[config.mk]
export PLATFORM = sky130hd
export DESIGN_NAME = gfm_mirror_regs
export DESIGN_NICKNAME = d
export VERILOG_FILES = /design/src/common/gfm_pkg.sv /design/src/common/gfm_rst_if.sv /design/src/rtl/gfm_mirror_regs.sv /design/src/rtl/gfm_stolen_calc.sv /design/src/rtl/gfm_reset_seq.sv
export VERILOG_INCLUDE_DIRS = /design/src /design/src/common
export SDC_FILE = /design/constraint.sdc
export NUM_CORES = 1
export LEC_CHECK = 0
export BUFFER_PORTS_ARGS = -buffer_cell sky130_fd_sc_hd__buf_2
export CORE_UTILIZATION = 50
export CTS_CLUSTER_DIAMETER = 150
export DETAILED_ROUTE_END_ITERATION = 12
export GPL_ROUTABILITY_DRIVEN = 1
export HOLD_SLACK_MARGIN = 0.08
export PLACE_DENSITY = 0.95
export SYNTH_ARGS = -nofsm -noshare
export SYNTH_HDL_FRONTEND = slang
export SYNTH_HIERARCHICAL = 1
export SYNTH_SLANG_ARGS = --single-unit
[constraint.sdc]
create_clock -name clk -period 5.3 [get_ports clk]
set_input_delay 0 -clock clk [delete_from_list [all_inputs] [get_ports clk]]
set_output_delay 0 -clock clk [all_outputs]
set_load 0.05 [all_outputs]
[src/common/gfm_defines.svh]
// register offsets, field positions, reset values and timing counts
// assumes a 40 MHz core clock and dword-aligned configuration offsets
//
// What this block does
// - reserve 1 to 64 MB below low DRAM top
// - stolen base always stays under 4 GB
// - base register 5Ch reports bits 31:20
// - base equals DRAM top minus stolen size
// - scratch register 60h reads all zero
// - reset register C0h mirrors primary register
// - domain select 00 resets render and display
// - trigger bit 0 starts graphics-only reset
// - hardware clears trigger when reset completes
// - reset restores registers and ring pointers
// - reset drops fetches and halts rendering
// - display domain reset halts display engines
// - VGA memory and IO unavailable during reset
// - configuration registers stay accessible during reset
// - capability id register shared by both functions
// - next capability pointer reads 00h
// - capability identifier reads 01h
`ifndef GFM_DEFINES_SVH
`define GFM_DEFINES_SVH

// ============================================================
// offsets
`define GFM_OFF_STOLEN   8'h5C
`define GFM_OFF_SCRATCH  8'h60
`define GFM_OFF_GRST     8'hC0
`define GFM_OFF_PMCAP    8'hD0

// ============================================================
// fields and reset values
`define GFM_STOLEN_LSB   20
`define GFM_STOLEN_W     12
`define GFM_STOLEN_RST   32'h07800000
`define GFM_BASE_RST     12'h078
`define GFM_SCRATCH_RST  16'h0000
`define GFM_GRST_RST     8'h00
`define GFM_TRIG_BIT     0
`define GFM_DOM_LSB      2
`define GFM_DOM_MSB      3
`define GFM_NEXT_CAPABILITY_POINTER     8'h00
`define GFM_CAPABILITY_IDENTIFIER       8'h01
`define GFM_STOLEN_MIN   7'h01
`define GFM_STOLEN_MAX   7'h40

// ============================================================
// timing
`define GFM_CLK_NS       25
`define GFM_RST_HOLD_NS  1000
`define GFM_RST_HOLD_CYC ((`GFM_RST_HOLD_NS + `GFM_CLK_NS - 1) / `GFM_CLK_NS)

`endif

[src/common/gfm_pkg.sv]
// types shared by the mirror bank and its reset sequencer
// assumes nothing beyond a SystemVerilog compiler
package gfm_pkg;
	typedef enum logic [1:0] {
		GFM_DOM_FULL = 2'h0,
		GFM_DOM_RSV1 = 2'h1,
		GFM_DOM_RSV2 = 2'h2,
		GFM_DOM_RSV3 = 2'h3
	} gfm_dom_e;

	typedef enum logic [1:0] {
		GFM_ST_IDLE,
		GFM_ST_HOLD,
		GFM_ST_DONE
	} gfm_seq_e;
endpackage

[src/common/gfm_rst_if.sv]
// handshake between the reset register and the reset sequencer
// assumes one clock shared by both ends
`timescale 1ns/100ps
`default_nettype none
interface gfm_rst_if;
	logic             start;
	gfm_pkg::gfm_dom_e domain;
	logic             busy;
	logic             done;
	logic             render_rst;
	logic             display_rst;
	modport ctl (output start, output domain, input busy, input done,
		input render_rst, input display_rst);
	modport seq (input start, input domain, output busy, output done,
		output render_rst, output display_rst);
endinterface
`default_nettype wire

[src/rtl/gfm_mirror_regs.sv]
// function 1 configuration mirror bank of the integrated graphics device
// assumes a single-cycle configuration port and same-clock inputs
`timescale 1ns/100ps
`default_nettype none
`include "gfm_defines.svh"
module gfm_mirror_regs #(
	parameter int unsigned HOLD_CYC = `GFM_RST_HOLD_CYC
) (
	input  wire logic        clk,
	input  wire logic        rst_n,
	// configuration accesses to this function
	input  wire logic        cfg_req,
	input  wire logic        cfg_wr,
	input  wire logic [7:0]  cfg_addr,
	input  wire logic [3:0]  cfg_be,
	input  wire logic [31:0] cfg_wdata,
	output logic             cfg_ack,
	output logic      [31:0] cfg_rdata,
	// primary reset register writes from function 0
	input  wire logic        f0_grst_wr,
	input  wire logic [7:0]  f0_grst_wdata,
	output logic      [7:0]  f0_grst_rdata,
	output logic      [15:0] f0_pmcap_rdata,
	// memory map inputs
	input  wire logic        igd_enable,
	input  wire logic [11:0] top_of_low_used_dram,
	input  wire logic [6:0]  stolen_size_mb,
	// graphics reset effects
	output logic             render_rst,
	output logic             display_rst,
	output logic             mmio_defaults_restore,
	output logic             ring_ptr_clear,
	output logic             cmd_fetch_drop,
	output logic             display_halt,
	output logic             legacy_vga_unavail,
	output logic             gfx_io_unavail
);
	initial begin
		if (HOLD_CYC < 8 || HOLD_CYC > 4096) $error("hold count out of range");
	end

	gfm_rst_if rif ();

	logic [11:0] stolen_memory_base;
	logic [7:0]  graphics_reset_register_q, graphics_reset_register_d;
	logic        start_q, start_d;
	logic        ack_q, ack_d;
	logic [31:0] rdata_q, rdata_d;
	logic [31:0] read_mux;
	logic [15:0] power_mgmt_capability_id;
	logic        trig_set;
	logic [12:0] trig_age_q, trig_age_d;

	// ============================================================
	// stolen memory base
	gfm_stolen_calc #(
		.FIELD_W (`GFM_STOLEN_W)
	) u_stolen (
		.clk                  (clk),
		.rst_n                (rst_n),
		.igd_enable           (igd_enable),
		.top_of_low_used_dram (top_of_low_used_dram),
		.stolen_size_mb       (stolen_size_mb),
		.stolen_memory_base_q (stolen_memory_base)
	);

	// ============================================================
	// reset sequencer
	gfm_reset_seq #(
		.HOLD_CYC (HOLD_CYC)
	) u_seq (
		.clk   (clk),
		.rst_n (rst_n),
		.rif   (rif.seq)
	);

	// ============================================================
	// power management capability id, one copy for both functions
	assign power_mgmt_capability_id = {`GFM_NEXT_CAPABILITY_POINTER, `GFM_CAPABILITY_IDENTIFIER};
	assign f0_pmcap_rdata           = power_mgmt_capability_id;

	// ============================================================
	// graphics reset register, written only through function 0
	// a retrigger while busy is dropped: software must poll first
	assign trig_set = f0_grst_wr && f0_grst_wdata[`GFM_TRIG_BIT]
		&& !graphics_reset_register_q[`GFM_TRIG_BIT] && !rif.busy;

	always_comb begin
		graphics_reset_register_d = graphics_reset_register_q;
		start_d                   = 1'b0;
		if (rif.done) begin
			graphics_reset_register_d[`GFM_TRIG_BIT] = 1'b0;
		end
		if (trig_set) begin
			graphics_reset_register_d[`GFM_DOM_MSB:`GFM_DOM_LSB] =
				f0_grst_wdata[`GFM_DOM_MSB:`GFM_DOM_LSB];
			graphics_reset_register_d[`GFM_TRIG_BIT] = 1'b1;
			start_d = 1'b1;
		end else if (f0_grst_wr && !graphics_reset_register_q[`GFM_TRIG_BIT]
			&& !rif.busy) begin
			graphics_reset_register_d[`GFM_DOM_MSB:`GFM_DOM_LSB] =
				f0_grst_wdata[`GFM_DOM_MSB:`GFM_DOM_LSB];
		end
	end

	always_ff @(posedge clk or negedge rst_n) begin
		if (!rst_n) begin
			graphics_reset_register_q <= `GFM_GRST_RST;
			start_q                   <= 1'b0;
		end else begin
			graphics_reset_register_q <= graphics_reset_register_d;
			start_q                   <= start_d;
		end
	end

	assign rif.start  = start_q;
	assign rif.domain = gfm_pkg::gfm_dom_e'(
		graphics_reset_register_q[`GFM_DOM_MSB:`GFM_DOM_LSB]);
	assign f0_grst_rdata = graphics_reset_register_q;

	// ============================================================
	// reset effects on the graphics core
	assign render_rst            = rif.render_rst;
	assign display_rst           = rif.display_rst;
	assign mmio_defaults_restore = rif.render_rst;
	assign ring_ptr_clear        = rif.render_rst;
	assign cmd_fetch_drop        = rif.render_rst;
	assign display_halt          = rif.display_rst;
	assign legacy_vga_unavail    = rif.render_rst;
	assign gfx_io_unavail        = rif.render_rst;

	// ============================================================
	// trigger age, read only by the clear-time checks
	// saturates so a stuck trigger keeps failing instead of wrapping
	always_comb begin
		trig_age_d = '0;
		if (graphics_reset_register_q[`GFM_TRIG_BIT]) begin
			trig_age_d = trig_age_q;
			if (trig_age_q != '1) begin
				trig_age_d = trig_age_q + 13'h1;
			end
		end
	end

	always_ff @(posedge clk or negedge rst_n) begin
		if (!rst_n) begin
			trig_age_q <= '0;
		end else begin
			trig_age_q <= trig_age_d;
		end
	end

	// ============================================================
	// configuration read path, never gated by graphics reset
	always_comb begin
		read_mux = '0;
		unique case ({cfg_addr[7:2], 2'h0})
			`GFM_OFF_STOLEN: begin
				read_mux[31:`GFM_STOLEN_LSB] = stolen_memory_base;
			end
			`GFM_OFF_SCRATCH: begin
				read_mux[15:0] = `GFM_SCRATCH_RST;
			end
			`GFM_OFF_GRST: begin
				read_mux[7:0] = graphics_reset_register_q;
			end
			`GFM_OFF_PMCAP: begin
				read_mux[15:0] = power_mgmt_capability_id;
			end
			default: begin
				read_mux = '0;
			end
		endcase
	end

	// writes are acknowledged like reads and store nothing
	always_comb begin
		ack_d   = cfg_req;
		rdata_d = '0;
		if (cfg_req && !cfg_wr) begin
			rdata_d = read_mux;
		end
	end

	always_ff @(posedge clk or negedge rst_n) begin
		if (!rst_n) begin
			ack_q   <= 1'b0;
			rdata_q <= '0;
		end else begin
			ack_q   <= ack_d;
			rdata_q <= rdata_d;
		end
	end

	assign cfg_ack   = ack_q;
	assign cfg_rdata = rdata_q;
endmodule
`default_nettype wire

[src/rtl/gfm_stolen_calc.sv]
// stolen graphics memory base from low DRAM top and stolen size
// assumes inputs from logic on the same clock
`timescale 1ns/100ps
`default_nettype none
`include "gfm_defines.svh"
module gfm_stolen_calc #(
	parameter int unsigned FIELD_W = `GFM_STOLEN_W
) (
	input  wire logic               clk,
	input  wire logic               rst_n,
	input  wire logic               igd_enable,
	input  wire logic [FIELD_W-1:0] top_of_low_used_dram,
	input  wire logic [6:0]         stolen_size_mb,
	output logic      [FIELD_W-1:0] stolen_memory_base_q
);
	initial begin
		if (FIELD_W != `GFM_STOLEN_W) $error("field width must be 12");
	end

	logic [FIELD_W-1:0] size_clamped;
	logic [FIELD_W-1:0] stolen_memory_base_d;

	// ============================================================
	// base computation
	always_comb begin
		size_clamped = FIELD_W'(stolen_size_mb);
		if (stolen_size_mb < `GFM_STOLEN_MIN) begin
			size_clamped = FIELD_W'(`GFM_STOLEN_MIN);
		end else if (stolen_size_mb > `GFM_STOLEN_MAX) begin
			size_clamped = FIELD_W'(`GFM_STOLEN_MAX);
		end
		if (!igd_enable) begin
			size_clamped = '0;
		end
		// 12-bit field of 1 MB units cannot reach 4 GB; clamp at 0 on underflow
		if (top_of_low_used_dram >= size_clamped) begin
			stolen_memory_base_d = top_of_low_used_dram - size_clamped;
		end else begin
			stolen_memory_base_d = '0;
		end
	end

	always_ff @(posedge clk or negedge rst_n) begin
		if (!rst_n) begin
			stolen_memory_base_q <= `GFM_BASE_RST;
		end else begin
			stolen_memory_base_q <= stolen_memory_base_d;
		end
	end
endmodule
`default_nettype wire

[src/rtl/gfm_reset_seq.sv]
// graphics-only reset sequencer: holds domain resets for a fixed time
// assumes start is a one-cycle pulse raised only while idle
`timescale 1ns/100ps
`default_nettype none
`include "gfm_defines.svh"
module gfm_reset_seq #(
	parameter int unsigned HOLD_CYC = `GFM_RST_HOLD_CYC
) (
	input  wire logic clk,
	input  wire logic rst_n,
	gfm_rst_if.seq    rif
);
	initial begin
		if (HOLD_CYC < 8 || HOLD_CYC > 4096) $error("hold count out of range");
	end

	gfm_pkg::gfm_seq_e state_q, state_d;
	logic [12:0]       cnt_q, cnt_d;
	logic              render_q, render_d;
	logic              display_q, display_d;

	// ============================================================
	// sequencer
	always_comb begin
		state_d   = state_q;
		cnt_d     = cnt_q;
		render_d  = render_q;
		display_d = display_q;
		unique case (state_q)
			gfm_pkg::GFM_ST_IDLE: begin
				if (rif.start) begin
					state_d   = gfm_pkg::GFM_ST_HOLD;
					cnt_d     = 13'(HOLD_CYC - 1);
					render_d  = 1'b1;
					// reserved codes spare the display side
					display_d = (rif.domain == gfm_pkg::GFM_DOM_FULL);
				end
			end
			gfm_pkg::GFM_ST_HOLD: begin
				if (cnt_q == '0) begin
					state_d   = gfm_pkg::GFM_ST_DONE;
					render_d  = 1'b0;
					display_d = 1'b0;
				end else begin
					cnt_d = cnt_q - 13'h1;
				end
			end
			gfm_pkg::GFM_ST_DONE: begin
				state_d = gfm_pkg::GFM_ST_IDLE;
			end
			default: begin
				state_d = gfm_pkg::GFM_ST_IDLE;
			end
		endcase
	end

	always_ff @(posedge clk or negedge rst_n) begin
		if (!rst_n) begin
			state_q   <= gfm_pkg::GFM_ST_IDLE;
			cnt_q     <= '0;
			render_q  <= 1'b0;
			display_q <= 1'b0;
		end else begin
			state_q   <= state_d;
			cnt_q     <= cnt_d;
			render_q  <= render_d;
			display_q <= display_d;
		end
	end

	assign rif.render_rst  = render_q;
	assign rif.display_rst = display_q;
	assign rif.busy        = (state_q != gfm_pkg::GFM_ST_IDLE);
	assign rif.done        = (state_q == gfm_pkg::GFM_ST_DONE);
endmodule
`default_nettype wire

==> results.md <==
* Worst min path class: in2reg
* Tmin final at about 3.2 ns
* Setup WS post-layout at 2.08 ns
* PortBufs at 60
* Post-CTS Resized at 0
* Slew Viols, Final at 0
* Reg clk slew, reported paths at roughly 0.090 ns
* CP Capture Type: register
* Seq cells post-synth at between 40 and 50
* Worst-Margin Slew at 1.02 ns
* Root Buffer: clkbuf_8
* First-pass GRT wire length at between 9000 and 10000 µm
* DP Wirelength at just over 4000 µm
* Ys flop type: dfrtp_1
* Final-layout fill cell count at 468
* Drc violations at 0
* Hold Path Cell Cnt at 3
* Largest net degree at the start of global routing at 50
* Die W at a little under 80 µm
* Worst Setup Start Kind: primary input
* Met3 usage at between 4 and 5%
* Vias at between 2k and 2.5k
* Drt first-iter violations at roughly 150
* H-tree levels at 2
* Final wirelength at around 5700 µm
* Status: finished clean
* Yosys cell types at 65
* Mapped Area at 2950 µm²
* Switching Power at 0.611 mW
* Setup tns final at 0 ns
* Max Cap Viol at 0
* Antenna diodes at 0
* Wirelength per Cell at roughly 13 µm
* Met2 Use GR at a little over a third
* Largest cells by area after synthesis: dfrtp_1 (38%), buf_4 (11%), ha_1 (3.8%)
* Critical Path RT at 5.49 ns
* Seq/Total Area, Yosys at approximately two fifths
* Initial Util at a little over half
* Gr usage total at between 10% and 20%
* Cell Pwr Density at around 410 nW/µm²
* Vias in the first global route at approximately 2.1k
* Setup Buffers After CTS at 0
* CTS Sinks at 49
* Total Power at between 1 and 1.5 mW
* Ys async rst share at 100%
* Pleak at ~1.6 nW
* Area leader, netlist: dfrtp_1
* Vias/cell at roughly 5.2
* DRT Pass-1 Iters at 4
* Most frequent cells in the layout: buf_2 (60), dfrtp_1 (45), conb_1 (38)
* Unrepaired setup endpoints after global routing: no
* CTS buffer count at 5
* Antenna violations before repair at 0
* Post-synth EDFFs at 0
* Final setup viols at 0
* Share of post-route cells with drive strength above 1 at between 20 and 30%
* Row cnt at 27
* Clock Power Share at 18.8%
* Core ar. at 5610 µm²
* Fin cells at between 400 and 500
* Worst Path Arrival at about 3.4 ns
* Clock Skews at between 0.006 and 0.007 ns
* Reg2Reg Depth at 6
* Yosys warns at 6
* Comb power frac at 41.2%
* Global route overflow at 0
* Post-route antenna net violation count at 0
* Area growth from synthesis to layout at 15.5%
* Critical path class: in2reg
* Slew HR at 31.5%
* Placed insts at around 420
* Commonest non-fill, non-tap cell in the layout: buf_2
* Grt peak-use layer: met2
* GPL Wtd Cong at 0.891
* Max Clock Freq at about 310 MHz
* Post-synth top area share at 38.2%
* Final hold violations at 0
* Die height at a little under 80 µm
* TritonCTS clock tree: done
* IO Count at between 100 and 150
* Final layout net count at roughly 460
* Crit Path Max Fanout at 11
* Internal power at 0.781 mW
* Met1 GRT Util at ~21%
* Post-Place Worst Slack at approximately 2.4 ns
* Seq pwr share at around two fifths
* Period utilization at 60.7%
* Net Sw Frac at between 40% and 50%
* Post-Syn Area per Cell at 9.88 µm²
* Worst-Skew Late Latency at about 0.30 ns
* Bufs on Longest Clock Path at 2
* Peak supply drop at ~350 µV
* Hold WS at between 0.1 and 0.15 ns
* Post-Syn Instances at 298
* Die footprint at 6200 µm²
==> timing repair <==
action / CTS / global route
hold endpoints to repair: 59 / 0
hold buffers: 18 / 0
endpoints found under the setup margin: 0 / 0
==> per-stage QoR <==
| step | area, µm² | utilization [%] |
|---|---|---|
| global route | 3400 | 60.7 |
| CTS | 3400 | 60.7 |
| finish | 3400 | 60.7 |
| floorplan | 3080 | - |
| global placement | 3110 | 55.5 |
| detailed placement | 3110 | 55.5 |
==> worst max-delay path, stage by stage <==
cell	delay, ns
buf_2	0.10
or4_1	0.53
nor2_1	0.14
o21a_1	0.13
ha_1	0.16
inv_1	0.05
fa_1	0.40
nand3_1	0.19
a31oi_2	0.12
nor4_2	0.88
nor4_2	0.11
dlygate4sd3_1	0.60
==> Yosys cell counts (3+ instances only) <==
library cell / instances
nor2_1: 20
nand2_1: 15
buf_4: 44
o31ai_1: 5
a21boi_0: 4
or2_2: 3
inv_1: 22
xnor2_1: 3
o21ai_0: 7
and2_1: 3
or3_1: 4
nor4_2: 4
nor3_1: 19
ha_1: 9
dfrtp_1: 45
a21oi_1: 12
a311oi_1: 3
nor3_2: 3
or4_1: 5
nor2b_1: 6
nand3_1: 5
dfstp_2: 4
==> logic make-up (layout without fill, tap and decap cells) <==
| group | Yosys count | in the layout | synth area share, % |
|---|---|---|---|
| xor+xnor | 3 | 3 | 0.892 |
| buf+inv | 71 | 108 | 15.0 |
| other cells | 2 | 38 | 0.255 |
| simple gates | 111 | 111 | 24.7 |
| compound gates | 49 | 49 | 11.8 |
| flops | 49 | 49 | 41.8 |
| mux | 3 | 3 | 1.10 |
| fa+ha+maj | 10 | 10 | 4.50 |
==> metal layers <==
metal / up-vias / share of wire (%)
li1: 1103 / -
met1: 1097 / 38
met2: 96 / 53
met3: 12 / 6.7
met4: 0 / 2.2
met5: - / 0
==> layout make-up <==
cell class                 count  area [µm²]  share of cell area, %
tap                           72        90.1                   2.65
multi-input combinational    214        1410                   41.4
inverter                      22        82.6                   2.43
sequential                    49        1230                   36.2
clock inverter                 2        38.8                   1.14
clock buffer                   6        72.6                   2.13
timing repair buffer          78         480                   14.1
==> flip-flops by register name, indices dropped and copies added (netlist names) <==
signal                         flops
u_seq/cnt_q                       13
u_seq/rif.display_rst              1
f0_grst_rdata                      3
u_stolen/stolen_memory_base_q     12
cfg_ack                            1
cfg_rdata                         15
u_seq/rif.render_rst               1
u_seq/state_q                      2
rif.start                          1
==> final timing paths <==
kind                                                             from                                          end  slack, ns
hold reg to reg            u_stolen/stolen_memory_base_q[6]$_DFF_PN1_                      cfg_rdata[26]$_DFF_PN0_       0.48
setup / recovery                                    stolen_size_mb[2]  u_stolen/stolen_memory_base_q[11]$_DFF_PN0_       2.08
hold / removal                                                 cfg_wr                       cfg_rdata[3]$_DFF_PN0_       0.11
setup reg to reg                           u_seq/cnt_q[0]$_DFFE_PN0P_                   u_seq/cnt_q[1]$_DFFE_PN0P_       3.04
max in group asynchronous                                       rst_n                      cfg_rdata[29]$_DFF_PN0_       4.27
min in group asynchronous                                       rst_n                   u_seq/cnt_q[4]$_DFFE_PN0P_       0.41
==> power groups by stage <==
| stage | Sequential [mW] | Clock [mW] | Combinational [mW] |
|---|---|---|---|
| global placement | 0.551 | 0 | 0.535 |
| global route | 0.568 | 0.286 | 0.618 |
| CTS | 0.552 | 0.266 | 0.570 |
| detailed placement | 0.558 | 0 | 0.557 |
| finish | 0.556 | 0.262 | 0.573 |
| floorplan | 0.593 | 0 | 0.446 |
Note: power is estimated with default switching activity, not from simulation.
